[config.mk]
export PLATFORM = sky130hd
export DESIGN_NAME = urs_top
export DESIGN_NICKNAME = d
export VERILOG_FILES = /design/src/verilog/urs_top.v /design/src/verilog/urs_sync3.v
export VERILOG_INCLUDE_DIRS = /design/src /design/src/verilog
export SDC_FILE = /design/constraint.sdc
export NUM_CORES = 1
export LEC_CHECK = 0
export CORE_UTILIZATION = 54
export DETAILED_ROUTE_END_ITERATION = 12
export DONT_BUFFER_PORTS = 1
export GPL_TIMING_DRIVEN = 1
export HOLD_SLACK_MARGIN = 0.15
export PLACE_DENSITY_LB_ADDON = 0.12
export SYNTH_ARGS = -nofsm -noshare
export SYNTH_HDL_FRONTEND = slang
export SYNTH_SLANG_ARGS = --single-unit
[constraint.sdc]
create_clock -name clk_i -period 4.1 [get_ports clk_i]
set_input_delay 0.615 -clock clk_i [delete_from_list [all_inputs] [get_ports clk_i]]
set_output_delay 0.615 -clock clk_i [all_outputs]
set_load 0.02 [all_outputs]
[src/verilog/urs_map.vh]
`ifndef URS_MAP_VH
`define URS_MAP_VH

// Bus geometry
`define URS_AW 8
`define URS_DW 32
`define URS_ZERO32 32'h00000000

// Register byte offsets
`define URS_OFF_RBR 8'h00
`define URS_OFF_IER 8'h04
`define URS_OFF_LSR 8'h14
`define URS_OFF_MSR 8'h18
`define URS_OFF_TOR 8'h1C
`define URS_OFF_IST 8'h20
`define URS_OFF_IMSK 8'h24

// Line status fields
`define URS_LSR_RDY 0
`define URS_LSR_OVR 1
`define URS_LSR_ERR_HI 4
`define URS_LSR_ERR_LO 2

// Modem status fields
`define URS_MSR_PCHG 1
`define URS_MSR_PLVL 5

// Interrupt enable fields
`define URS_IER_W 4
`define URS_IER_RDA 0
`define URS_IER_RLS 2
`define URS_IER_MS 3

// Idle timeout fields
`define URS_TOR_W 8
`define URS_TOR_EN 7
`define URS_CMP_HI 6
`define URS_CMP_W 7
`define URS_CNT_MAX 7'h7F
`define URS_CNT_ONE 7'h01

// Sticky interrupt status layout
`define URS_IRQ_W 3
`define URS_IRQ_RLS 0
`define URS_IRQ_MS 1
`define URS_IRQ_TO 2

// Receive FIFO: entry is {break, framing, parity, data}
`define URS_FIFO_AW 6
`define URS_FIFO_DEPTH 64
`define URS_CNT_W 7
`define URS_FIFO_FULL 7'h40
`define URS_ENT_W 11
`define URS_DATA_HI 7
`define URS_ERR_HI 10
`define URS_ERR_LO 8
`define URS_PTR_ONE 6'h01

// Reset values
`define URS_IER_RST 4'h0
`define URS_TOR_RST 8'h00
`define URS_IRQ_RST 3'h0
`define URS_CNT_RST 7'h00
`define URS_PTR_RST 6'h00
`define URS_ERR_RST 3'h0
`define URS_PIN_N_RST 1'b1

`endif

[src/verilog/urs_top.v]
// The Wishbone register port is this design's own decision.
`timescale 1ns/1ns
`include "urs_map.vh"

// Notes on behaviour
// Parity failure of a received character sets the parity error flag.
// Overrun flag rises only when FIFO is full and another character completes.
// Overrun character is dropped, never pushed into the FIFO.
// Overrun shows at once; a line status read clears it.
// Data ready flag is high exactly while the FIFO holds a word.
// Break, framing, parity status travel per character, shown at FIFO head.
// A line status read clears break, framing and parity flags.
// Line status interrupt: any of those four flags set and its enable set.
// Line status read drops that interrupt; writes to it do nothing.
// Modem status bit 5 shows the inverted peer-ready pin.
// Peer-ready change sets a flag; modem status read clears it.
// Modem interrupt: modem status bits 3..0 nonzero and its enable set.
// Writes to modem status are ignored.
// Idle timeout interrupt needs both the timeout enable and data enable.
// Idle counter restarts on every push and advances per baud tick.
// Counter equal to the 7-bit compare raises idle interrupt if enabled.
// Idle interrupt drops on a new word or an empty FIFO.
// Reserved bits read zero and ignore writes.
module urs_top (
  input wire clk_i,
  input wire rst_i,
  input wire ce_i,
  input wire wb_cyc_i,
  input wire wb_stb_i,
  input wire wb_we_i,
  input wire [`URS_AW-1:0] wb_adr_i,
  input wire [3:0] wb_sel_i,
  input wire [`URS_DW-1:0] wb_dat_i,
  output reg [`URS_DW-1:0] wb_dat_o,
  output reg wb_ack_o,
  input wire rx_char_valid_i,
  input wire [`URS_DATA_HI:0] rx_char_data_i,
  input wire rx_parity_err_i,
  input wire rx_frame_err_i,
  input wire rx_break_i,
  input wire baud_tick_i,
  input wire peer_ready_n_i,
  output reg rx_data_ready_o,
  output reg line_status_irq_o,
  output reg modem_irq_o,
  output reg rx_idle_irq_o,
  output reg irq_o
);

  ////////////////////////////////////////////////////////////////////////////////
  // Helpers

  // Address match against a register offset, word aligned
  function hit;
    input [`URS_AW-1:0] adr;
    input [`URS_AW-1:0] off;
    begin
      hit = ({adr[`URS_AW-1:2], 2'b00} == off);
    end
  endfunction

  // Sticky flag update; a set in the clearing cycle wins
  function [`URS_IRQ_W-1:0] sticky;
    input [`URS_IRQ_W-1:0] cur;
    input [`URS_IRQ_W-1:0] set;
    input [`URS_IRQ_W-1:0] clr;
    begin
      sticky = (cur & ~clr) | set;
    end
  endfunction

  ////////////////////////////////////////////////////////////////////////////////
  // State

  reg [`URS_ENT_W-1:0] fifo_mem [0:`URS_FIFO_DEPTH-1];
  reg [`URS_FIFO_AW-1:0] wr_ptr_reg;
  reg [`URS_FIFO_AW-1:0] rd_ptr_reg;
  reg [`URS_CNT_W-1:0] count_reg;
  reg head_shown_reg;
  reg [`URS_IRQ_W-1:0] err_flags_reg;
  reg overrun_flag_reg;
  reg peer_ready_changed_reg;
  reg [`URS_IER_W-1:0] irq_enable_reg;
  reg [`URS_TOR_W-1:0] rx_idle_reg;
  reg [`URS_CMP_W-1:0] rx_idle_counter_reg;
  reg rx_idle_flag_reg;
  reg [`URS_IRQ_W-1:0] irq_status_reg;
  reg [`URS_IRQ_W-1:0] irq_mask_reg;
  reg [`URS_DW-1:0] rd_data;

  wire peer_ready_n_lvl;
  wire peer_ready_chg;

  ////////////////////////////////////////////////////////////////////////////////
  // Peer-ready pin crossing

  urs_sync3 u_peer_sync (
    .clk_i(clk_i),
    .rst_i(rst_i),
    .ce_i(ce_i),
    .pin_i(peer_ready_n_i),
    .level_o(peer_ready_n_lvl),
    .change_o(peer_ready_chg)
  );

  ////////////////////////////////////////////////////////////////////////////////
  // Bus decode

  // A request is taken once; ack high blocks a second take
  wire bus_req = wb_cyc_i & wb_stb_i & ~wb_ack_o;
  wire rd_acc = bus_req & ~wb_we_i;
  wire wr_acc = bus_req & wb_we_i & wb_sel_i[0]; // All fields sit in lane 0

  wire lsr_rd = rd_acc & hit(wb_adr_i, `URS_OFF_LSR);
  wire msr_rd = rd_acc & hit(wb_adr_i, `URS_OFF_MSR);
  wire ier_wr = wr_acc & hit(wb_adr_i, `URS_OFF_IER);
  wire tor_wr = wr_acc & hit(wb_adr_i, `URS_OFF_TOR);
  wire ist_wr = wr_acc & hit(wb_adr_i, `URS_OFF_IST);
  wire msk_wr = wr_acc & hit(wb_adr_i, `URS_OFF_IMSK);

  ////////////////////////////////////////////////////////////////////////////////
  // Receive FIFO control

  wire fifo_empty = (count_reg == `URS_CNT_RST);
  wire fifo_full = (count_reg == `URS_FIFO_FULL);
  wire [`URS_ENT_W-1:0] head = fifo_mem[rd_ptr_reg];

  // Reading the data register pops the head word
  wire pop = rd_acc & hit(wb_adr_i, `URS_OFF_RBR) & ~fifo_empty;
  wire push = rx_char_valid_i & ~fifo_full;
  wire overrun_evt = rx_char_valid_i & fifo_full;

  reg [`URS_CNT_W-1:0] count_next;

  // Occupancy follows push and pop, both allowed in one cycle
  always @* begin
    case ({push, pop})
      2'b10: count_next = count_reg + `URS_CNT_ONE;
      2'b01: count_next = count_reg - `URS_CNT_ONE;
      default: count_next = count_reg;
    endcase
  end

  // Storage holds error status beside each character; no reset needed
  always @(posedge clk_i) begin
    if (ce_i && push) begin
      fifo_mem[wr_ptr_reg] <= {rx_break_i, rx_frame_err_i, rx_parity_err_i,
        rx_char_data_i};
    end
  end

  ////////////////////////////////////////////////////////////////////////////////
  // Line status flags

  // Head errors are copied into the flags once per head word
  wire reveal = ~fifo_empty & ~head_shown_reg;
  wire [`URS_IRQ_W-1:0] err_set = reveal ? head[`URS_ERR_HI:`URS_ERR_LO] : `URS_ERR_RST;
  wire [`URS_IRQ_W-1:0] err_next = sticky(err_flags_reg, err_set, {`URS_IRQ_W{lsr_rd}});
  wire overrun_next = overrun_evt | (overrun_flag_reg & ~lsr_rd);

  ////////////////////////////////////////////////////////////////////////////////
  // Modem status

  wire peer_ready_changed_next = peer_ready_chg | (peer_ready_changed_reg & ~msr_rd);

  ////////////////////////////////////////////////////////////////////////////////
  // Register next values

  wire [`URS_IER_W-1:0] ier_next = ier_wr ? wb_dat_i[`URS_IER_W-1:0] : irq_enable_reg;
  wire [`URS_TOR_W-1:0] tor_next = tor_wr ? wb_dat_i[`URS_TOR_W-1:0] : rx_idle_reg;
  wire [`URS_IRQ_W-1:0] msk_next = msk_wr ? wb_dat_i[`URS_IRQ_W-1:0] : irq_mask_reg;

  ////////////////////////////////////////////////////////////////////////////////
  // Idle timeout

  // Both enables must be set before the comparator may fire
  wire idle_en = rx_idle_reg[`URS_TOR_EN] & irq_enable_reg[`URS_IER_RDA];
  wire idle_hit = (rx_idle_counter_reg == rx_idle_reg[`URS_CMP_HI:0]);

  reg [`URS_CMP_W-1:0] idle_cnt_next;
  reg idle_flag_next;

  // Counter saturates so a stale comparison cannot repeat after wrap
  always @* begin
    idle_cnt_next = rx_idle_counter_reg;
    if (push) begin
      idle_cnt_next = `URS_CNT_RST;
    end else if (baud_tick_i && (rx_idle_counter_reg != `URS_CNT_MAX)) begin
      idle_cnt_next = rx_idle_counter_reg + `URS_CNT_ONE;
    end
  end

  // Idle flag: clear on new word or empty FIFO, else set on a match
  always @* begin
    idle_flag_next = rx_idle_flag_reg;
    if (push || fifo_empty) begin
      idle_flag_next = 1'b0;
    end else if (idle_en && idle_hit) begin
      idle_flag_next = 1'b1;
    end
  end

  ////////////////////////////////////////////////////////////////////////////////
  // Interrupt lines and sticky status

  // Computed from next values so outputs line up with the flags
  wire lsi_next = ((|err_next) | overrun_next) & ier_next[`URS_IER_RLS];
  wire msi_next = peer_ready_changed_next & ier_next[`URS_IER_MS];
  wire [`URS_IRQ_W-1:0] ist_clr = ist_wr ? wb_dat_i[`URS_IRQ_W-1:0] : `URS_IRQ_RST;
  wire [`URS_IRQ_W-1:0] ist_next = sticky(irq_status_reg,
    {idle_flag_next, msi_next, lsi_next}, ist_clr);

  ////////////////////////////////////////////////////////////////////////////////
  // Read data mux

  // Unmapped and reserved bits return zero
  always @* begin
    rd_data = `URS_ZERO32;
    case ({wb_adr_i[`URS_AW-1:2], 2'b00})
      `URS_OFF_RBR: begin
        if (!fifo_empty) begin
          rd_data[`URS_DATA_HI:0] = head[`URS_DATA_HI:0];
        end
      end
      `URS_OFF_IER: rd_data[`URS_IER_W-1:0] = irq_enable_reg;
      `URS_OFF_LSR: begin
        rd_data[`URS_LSR_ERR_HI:`URS_LSR_ERR_LO] = err_flags_reg;
        rd_data[`URS_LSR_OVR] = overrun_flag_reg;
        rd_data[`URS_LSR_RDY] = ~fifo_empty;
      end
      `URS_OFF_MSR: begin
        rd_data[`URS_MSR_PLVL] = ~peer_ready_n_lvl;
        rd_data[`URS_MSR_PCHG] = peer_ready_changed_reg;
      end
      `URS_OFF_TOR: rd_data[`URS_TOR_W-1:0] = rx_idle_reg;
      `URS_OFF_IST: rd_data[`URS_IRQ_W-1:0] = irq_status_reg;
      `URS_OFF_IMSK: rd_data[`URS_IRQ_W-1:0] = irq_mask_reg;
      default: rd_data = `URS_ZERO32;
    endcase
  end

  ////////////////////////////////////////////////////////////////////////////////
  // Bus slave: one wait state, ack for a single cycle

  always @(posedge clk_i) begin
    if (rst_i) begin
      wb_ack_o <= 1'b0;
      wb_dat_o <= `URS_ZERO32;
    end else if (ce_i) begin
      wb_ack_o <= bus_req;
      if (rd_acc) begin
        wb_dat_o <= rd_data;
      end
    end
  end

  ////////////////////////////////////////////////////////////////////////////////
  // FIFO pointers and head tracking

  always @(posedge clk_i) begin
    if (rst_i) begin
      wr_ptr_reg <= `URS_PTR_RST;
      rd_ptr_reg <= `URS_PTR_RST;
      count_reg <= `URS_CNT_RST;
      head_shown_reg <= 1'b0;
    end else if (ce_i) begin
      count_reg <= count_next;
      if (push) begin
        wr_ptr_reg <= wr_ptr_reg + `URS_PTR_ONE;
      end
      if (pop) begin
        rd_ptr_reg <= rd_ptr_reg + `URS_PTR_ONE;
        head_shown_reg <= 1'b0; // Next head is revealed afresh
      end else if (reveal) begin
        head_shown_reg <= 1'b1;
      end
    end
  end

  ////////////////////////////////////////////////////////////////////////////////
  // Status flags and software registers

  // Line and modem status ignore writes and clear on reads; interrupt status bits clear where a one is written
  always @(posedge clk_i) begin
    if (rst_i) begin
      err_flags_reg <= `URS_ERR_RST;
      overrun_flag_reg <= 1'b0;
      peer_ready_changed_reg <= 1'b0;
      irq_enable_reg <= `URS_IER_RST;
      rx_idle_reg <= `URS_TOR_RST;
      irq_mask_reg <= `URS_IRQ_RST;
      irq_status_reg <= `URS_IRQ_RST;
    end else if (ce_i) begin
      err_flags_reg <= err_next;
      overrun_flag_reg <= overrun_next;
      peer_ready_changed_reg <= peer_ready_changed_next;
      irq_enable_reg <= ier_next;
      rx_idle_reg <= tor_next;
      irq_mask_reg <= msk_next;
      irq_status_reg <= ist_next;
    end
  end

  ////////////////////////////////////////////////////////////////////////////////
  // Idle counter and flag

  always @(posedge clk_i) begin
    if (rst_i) begin
      rx_idle_counter_reg <= `URS_CNT_RST;
      rx_idle_flag_reg <= 1'b0;
    end else if (ce_i) begin
      rx_idle_counter_reg <= idle_cnt_next;
      rx_idle_flag_reg <= idle_flag_next;
    end
  end

  ////////////////////////////////////////////////////////////////////////////////
  // Registered outputs

  // Outputs track next state so they agree with the flags each cycle
  always @(posedge clk_i) begin
    if (rst_i) begin
      rx_data_ready_o <= 1'b0;
      line_status_irq_o <= 1'b0;
      modem_irq_o <= 1'b0;
      rx_idle_irq_o <= 1'b0;
      irq_o <= 1'b0;
    end else if (ce_i) begin
      rx_data_ready_o <= (count_next != `URS_CNT_RST);
      line_status_irq_o <= lsi_next;
      modem_irq_o <= msi_next;
      rx_idle_irq_o <= idle_flag_next;
      irq_o <= |(ist_next & msk_next);
    end
  end

endmodule // urs_top

[src/verilog/urs_sync3.v]
`timescale 1ns/1ns
`include "urs_map.vh"

////////////////////////////////////////////////////////////////////////////////
// Three-stage pin synchroniser; a new level counts once stages two and three agree
module urs_sync3 (
  input wire clk_i,
  input wire rst_i,
  input wire ce_i,
  input wire pin_i,
  output reg level_o,
  output reg change_o
);

  reg meta_reg;
  reg stage2_reg;
  reg stage3_reg;

  // First stage feeds only the second, never any logic
  always @(posedge clk_i) begin
    if (rst_i) begin
      meta_reg <= `URS_PIN_N_RST;
      stage2_reg <= `URS_PIN_N_RST;
      stage3_reg <= `URS_PIN_N_RST;
      level_o <= `URS_PIN_N_RST;
      change_o <= 1'b0;
    end else if (ce_i) begin
      meta_reg <= pin_i;
      stage2_reg <= meta_reg;
      stage3_reg <= stage2_reg;
      change_o <= 1'b0;
      if ((stage2_reg == stage3_reg) && (stage3_reg != level_o)) begin
        level_o <= stage3_reg;
        change_o <= 1'b1; // One pulse per accepted level change
      end
    end
  end

endmodule // urs_sync3

After elaboration in Yosys (flattened, before gate mapping). Memories as Yosys holds them, arrays and structs flattened. A register that Yosys moved wholly into a read port is not among the register bits. Index checks and enable logic that the tools add are counted.

Muxes and demuxes: 24. Equality and inequality tests: 13. Reduce and logical (&&, ||, !) cells: 20. Bitwise logic cells: 39. Divide/modulo/power cells: 0. Order comparisons: 0. Shifts and indexed selects: 0. Add/sub/neg operators: 5. Multipliers: 0.

Operators with widths (count): $and 1x1->1 (21); $eq 6x3->1 const B (3); $reduce_and 2->1 (8); $add 7x1->7 const B (2); $mux 7 (2); $pmux 7 s2 (1); $add 6x1->6 const B (2); $eq 6x4->1 const B (2); $mux 6 (2); $pmux 1 s6 (2); $and 3x3->3 (3); $mux 3 (3); $mux 8 (1); $not 1->1 (8); $eq 7x7->1 (1); $eq 7x7->1 const B (1); $logic_not 7->1 (1); $mux 1 (7); $ne 7x7->1 const B (1); $pmux 1 s7 (1); $reduce_bool 7->1 (1); $sub 7x1->7 const B (1); $eq 6x1->1 const B (1); $logic_not 6->1 (1); 15 further kinds (25).

Bits in writable memories: 704. Bits in latches: 0. Bits in read-only memories: 0. Memories: 1. Bits of input ports: 64. Register bits after elaboration: 69. Output and inout bits: 38. Logic and storage cells: 127.

Memory list: fifo_mem (depth 64, bits a word 11, rd ports 1, clocked after memory_dff 1, write ports 1, line urs_top.v:75) `` reg [`URS_ENT_W-1:0] fifo_mem [0:`URS_FIFO_DEPTH-1]; ``.

Depth between registers and ports, before layout.
Depth in word-level cells: 13. Mapped depth: 17.

Cells and area by module. A second synthesis with hierarchy kept.

Cells, all modules: 1622. Area, all modules: 31134.9 µm².

Modules (own cells, without submodules): urs_top (cells each 1601, instances 1, area each 30929.7 µm²); urs_sync3 (cells each 21, instances 1, area each 205.2 µm²).

Worst setup path after synthesis. No wires, ideal clock.

Kind: input port to flip-flop. Start: in wb_adr_i[7]. End: reg rx_data_ready_o. Arrival: 4.174 ns. Data required time: 4.009 ns. Stages: 16. Setup slack: -0.164 ns. Setup time: 0.091 ns. Cell sequence: or4_1 clkbuf_1 or4_1 clkbuf_1 nor3_1 ha_1 clkbuf_1 xor2_1 ha_1 or3_1 a21oi_1 o21ai_0 a21oi_1 xor2_1 nor3_1 a311oi_1.

Cells in the longest elaborated chain, start to end: 6. Elaborated cells between the ends (all ways): 7.

Ends and longest elaborated chain: start, declared (line urs_top.v:31) `` input wire [`URS_AW-1:0] wb_adr_i, ``; $logic_not 6->1 (*) (line urs_top.v:58) `` hit = ({adr[`URS_AW-1:2], 2'b00} == off); ``; $and 1x1->1 (*) (2 in series) (line urs_top.v:129) `` wire pop = rd_acc & hit(wb_adr_i, `URS_OFF_RBR) & ~fifo_empty; ``; $eq 2x1->1 / $eq 2x2->1 (equally long branches) (line urs_top.v:137) `case ({push, pop})`; $pmux 7 s2 (*) (line urs_top.v:137); $reduce_bool 7->1 (no source line) (*); end signal, assigned (line urs_top.v:329) `` rx_data_ready_o <= (count_next != `URS_CNT_RST); ``; end, declared (line urs_top.v:43) `output reg rx_data_ready_o,`.

Mark *: on every way between the ends. The rest lies on a longest branch, timed or not. A chain may end at the register's enable or synchronous reset.

Final worst setup path.
Start: reg count_reg[3]. End: reg rx_data_ready_o.

Cells in the longest elaborated chain, start to end: 6. Elaborated cells between the ends (all ways): 12.

Ends and longest elaborated chain: start, declared (line urs_top.v:78) `` reg [`URS_CNT_W-1:0] count_reg; ``; start signal, assigned (line urs_top.v:264) `` count_reg <= `URS_CNT_RST; ``; start signal, assigned (line urs_top.v:267) `count_reg <= count_next;`; branches (longest 4 deep; another with $sub 7x1->7); $pmux 7 s2 (*) (line urs_top.v:137); $reduce_bool 7->1 (no source line) (*).

Mark *: on every way between the ends.

==> reports/metrics.yaml <==
clock_tree:
  clk_latency_ps: 630
  root_buffer: "clkbuf_16"
  clk_pin_slew_ps: 60
  cts_buffers: 79
  clk_path_buf_depth: 3
  cts_resized: 0
  htree_levels: 3
  cts.sinks: 779
  cts_tree: "yes"
finish:
  drive_gt1_share_pct: 25.50
  largest_reg_flops: 704
  n_antenna_cell: 0
  nets: 1794
  syn_to_final_growth_pct: 13.74
critical_path:
  worst_setup_path_end_kind: "register"
  crit_required_ps: 4620
  cp-start-kind: "register"
  path_class: "register to register"
  cp_max_fo: 10
  slowest_delay_ps: 560
  arrival_ps: 4200
  worst_path_max_delay_cell: "or4_1"
  cp_cell_sequence: "nor3_1, and2_1, or4_1, nor3_2, ha_2, xor2_1, ha_1, a21boi_0, o22ai_1, or3_1, a21oi_1, xor2_1, nor3_1, a311oi_1"
yosys:
  async_flop_share_pct: 0
  ys_ff_latch: 779
  seq_area_frac_synth_pct: 72.84
  synth_edf_count: 704
  yosysTopAreaCell: "edfxtp_1"
  avgSynthCellArea_um2: 19.23
  ys.flop_type: "edfxtp_1"
  synthesis.area_mm2: 0.03108
  synthTopCellsByArea: "edfxtp_1 (68%), mux4_2 (15%), dfxtp_1 (4.8%), nor2_1 (1.8%), mux2i_1 (1.2%)"
  synth.distinct_cells: 65
  yosysTopAreaCellShare_pct: 68.01
  ys_warn_count: 0
  ys_top_cells_by_count: "edfxtp_1 (704), mux4_2 (212), nor2_1 (146)"
  synth.most_common_cell: "edfxtp_1"
  syn_inst: 1616
drt:
  antenna_left: 0
  drt_wl_total_um: 70160
  drt_iter0_markers: 1467
  vias_per_cell: 6.114
  drtPass1Iterations: 5
  vias: 15530
  drc: 0
  wl_per_cell_um: 27.62
power_and_ir_drop:
  sw_frac_of_total_pct: 19.57
  p_comb_share_pct: 1.9
  switching_power_mw: 3.160
  leakage_nw: 11.11
  pwr-share-seq_pct: 53.8
  p_clk_share_pct: 44.3
  p_int_mw: 12.99
  power.density_mw_per_mm2: 456.8
  vdd_drop_max_mv: 0.2747
timing:
  rsz0062_at_grt: "false"
  hold-worst-slack_ps: 180.8
  final-setup-viol-count: 0
  period_share_pct: 89.59
  skew_ps: 21.25
  report.final.slew_viol_count: 0
  tightestPinTransition_ps: 1034
  fin_crit_ps: 3673
  fmax_mhz: 272.2
  worst_slack_ps: 426.7
  max_slew_margin_pct: 30.94
  finalHoldViolCount: 0
  setup-tns-final_ps: 0
floorplan:
  dieArea_mm2: 0.05852
  fp.dieH_um: 241.9
  rows: 87
  coreArea_mm2: 0.05660
  initial_core_util_pct: 54.91
  die_x_um: 241.9
  ios: 102
place:
  numPortBuffers: 0
  dp_hpwl_um: 41780
  place_congestion: 0.9030
  post-place-ws_ps: 240.5
grt:
  overflow: 0
  antenna_found_initial: 2
  grt_max_degree: 65
  grt_pass1_vias: 15910
  grt_pass1_wl_um: 105000
  track_usage_pct: 24.69
worst_hold_path:
  hold_class: "input port to register"
flow_run:
  cap_violations: 0
status:
  status: "complete, no violations"
-- cell families (layout without fill, tap and decap cells) --
family	after synthesis	after routing	synth area share [%]
compound gates	114	114	2.460
other cells	1	24	0.01206
xor+xnor	34	34	0.9580
buf+inv	127	272	2.125
simple gates	296	296	4.448
fa+ha+maj	6	6	0.2415
flops	779	779	72.84
mux	259	259	16.91
-- final timing paths --
| kind | from | endpoint | slack (ps) | cells after the start |
|---|---|---|---|---|
| max reg2reg | count_reg[3] | rx_data_ready_o | 430 | 14 |
| max | count_reg[3] | rx_data_ready_o | 430 | 14 |
| min | wb_adr_i[3] | wb_dat_o[5] | 180 | 2 |
| min reg2reg | overrun_flag_reg | overrun_flag_reg | 480 | 2 |
-- layout by cell type (no fill, tap or decap), types with 10 or more instances in the layout --
| master | instances |
|---|---|
| a21oi_1 | 30 |
| a22oi_1 | 12 |
| buf_16 | 12 |
| buf_4 | 91 |
| clkbuf_1 | 12 |
| clkbuf_16 | 83 |
| clkinv_1 | 19 |
| clkinv_2 | 12 |
| conb_1 | 24 |
| dfxtp_1 | 72 |
| dlygate4sd3_1 | 12 |
| edfxtp_1 | 704 |
| mux2i_1 | 38 |
| mux4_2 | 212 |
| nand2_1 | 50 |
| nand2b_1 | 10 |
| nand3_1 | 14 |
| nor2_1 | 146 |
| nor3_1 | 13 |
| o21ai_0 | 16 |
| xnor2_1 | 11 |
| xor2_1 | 23 |
-- timing repair --
action / 4_1_cts / 5_1_grt
setup endpoints to repair: 0 / 0
hold buffers: 24 / 0
buffers inserted: 0 / 0
hold endpoints to repair: 771 / 0
-- cell type report --
cell class / count / area, um2
sequential: 779 / 22650
fill: 3977 / 21250
multi-input combinational: 733 / 7874
clock buffer: 98 / 2163
timing repair buffer: 122 / 1274
tap: 756 / 945.9
clock inverter: 43 / 412.9
inverter: 9 / 33.78
-- per-layer routing --
| layer | global-route usage [%] | vias to the layer above | wire length [um] |
|---|---|---|---|
| li1 | - | 6726 | - |
| met1 | 34.87 | 8210 | 29680 |
| met2 | 39.82 | 486 | 34500 |
| met3 | 3.855 | 107 | 4111 |
| met4 | 8.191 | 0 | 1866 |
| met5 | 0 | - | 0 |
-- power groups by stage --
| stage | Sequential [mW] | Combinational [mW] | Clock (mW) |
|---|---|---|---|
| after floorplan | 8.85 | 0.137 | 0 |
| after global placement | 8.85 | 0.136 | 0 |
| after detailed placement | 8.85 | 0.138 | 0 |
| after CTS | 8.68 | 0.304 | 7.28 |
| after global routing | 8.68 | 0.328 | 7.58 |
| final | 8.69 | 0.304 | 7.16 |
-- worst max-delay path: cells and delay by family, from the launching register on --
| kind | cells | cell delay [ps] |
|---|---|---|
| and+or+nand+nor | 6 | 1510 |
| AOI/OAI and AO/OA | 4 | 740 |
| DFF | 1 | 540 |
| adders and majority gates | 2 | 430 |
| xor gates and xnor gates | 2 | 330 |
-- per-stage QoR --
step                      cells  instance area [um2]  util, %  power [mW]
after detailed placement   2375                32330    57.11       8.993
after global placement     2375                32330    57.11       8.989
after floorplan            1639                31180        -       8.988
after global routing       2540                35350    62.46       16.59
final                      2540                35350    62.46       16.15
after CTS                  2540                35350    62.46       16.27
Power figures use the tool's default switching activity.
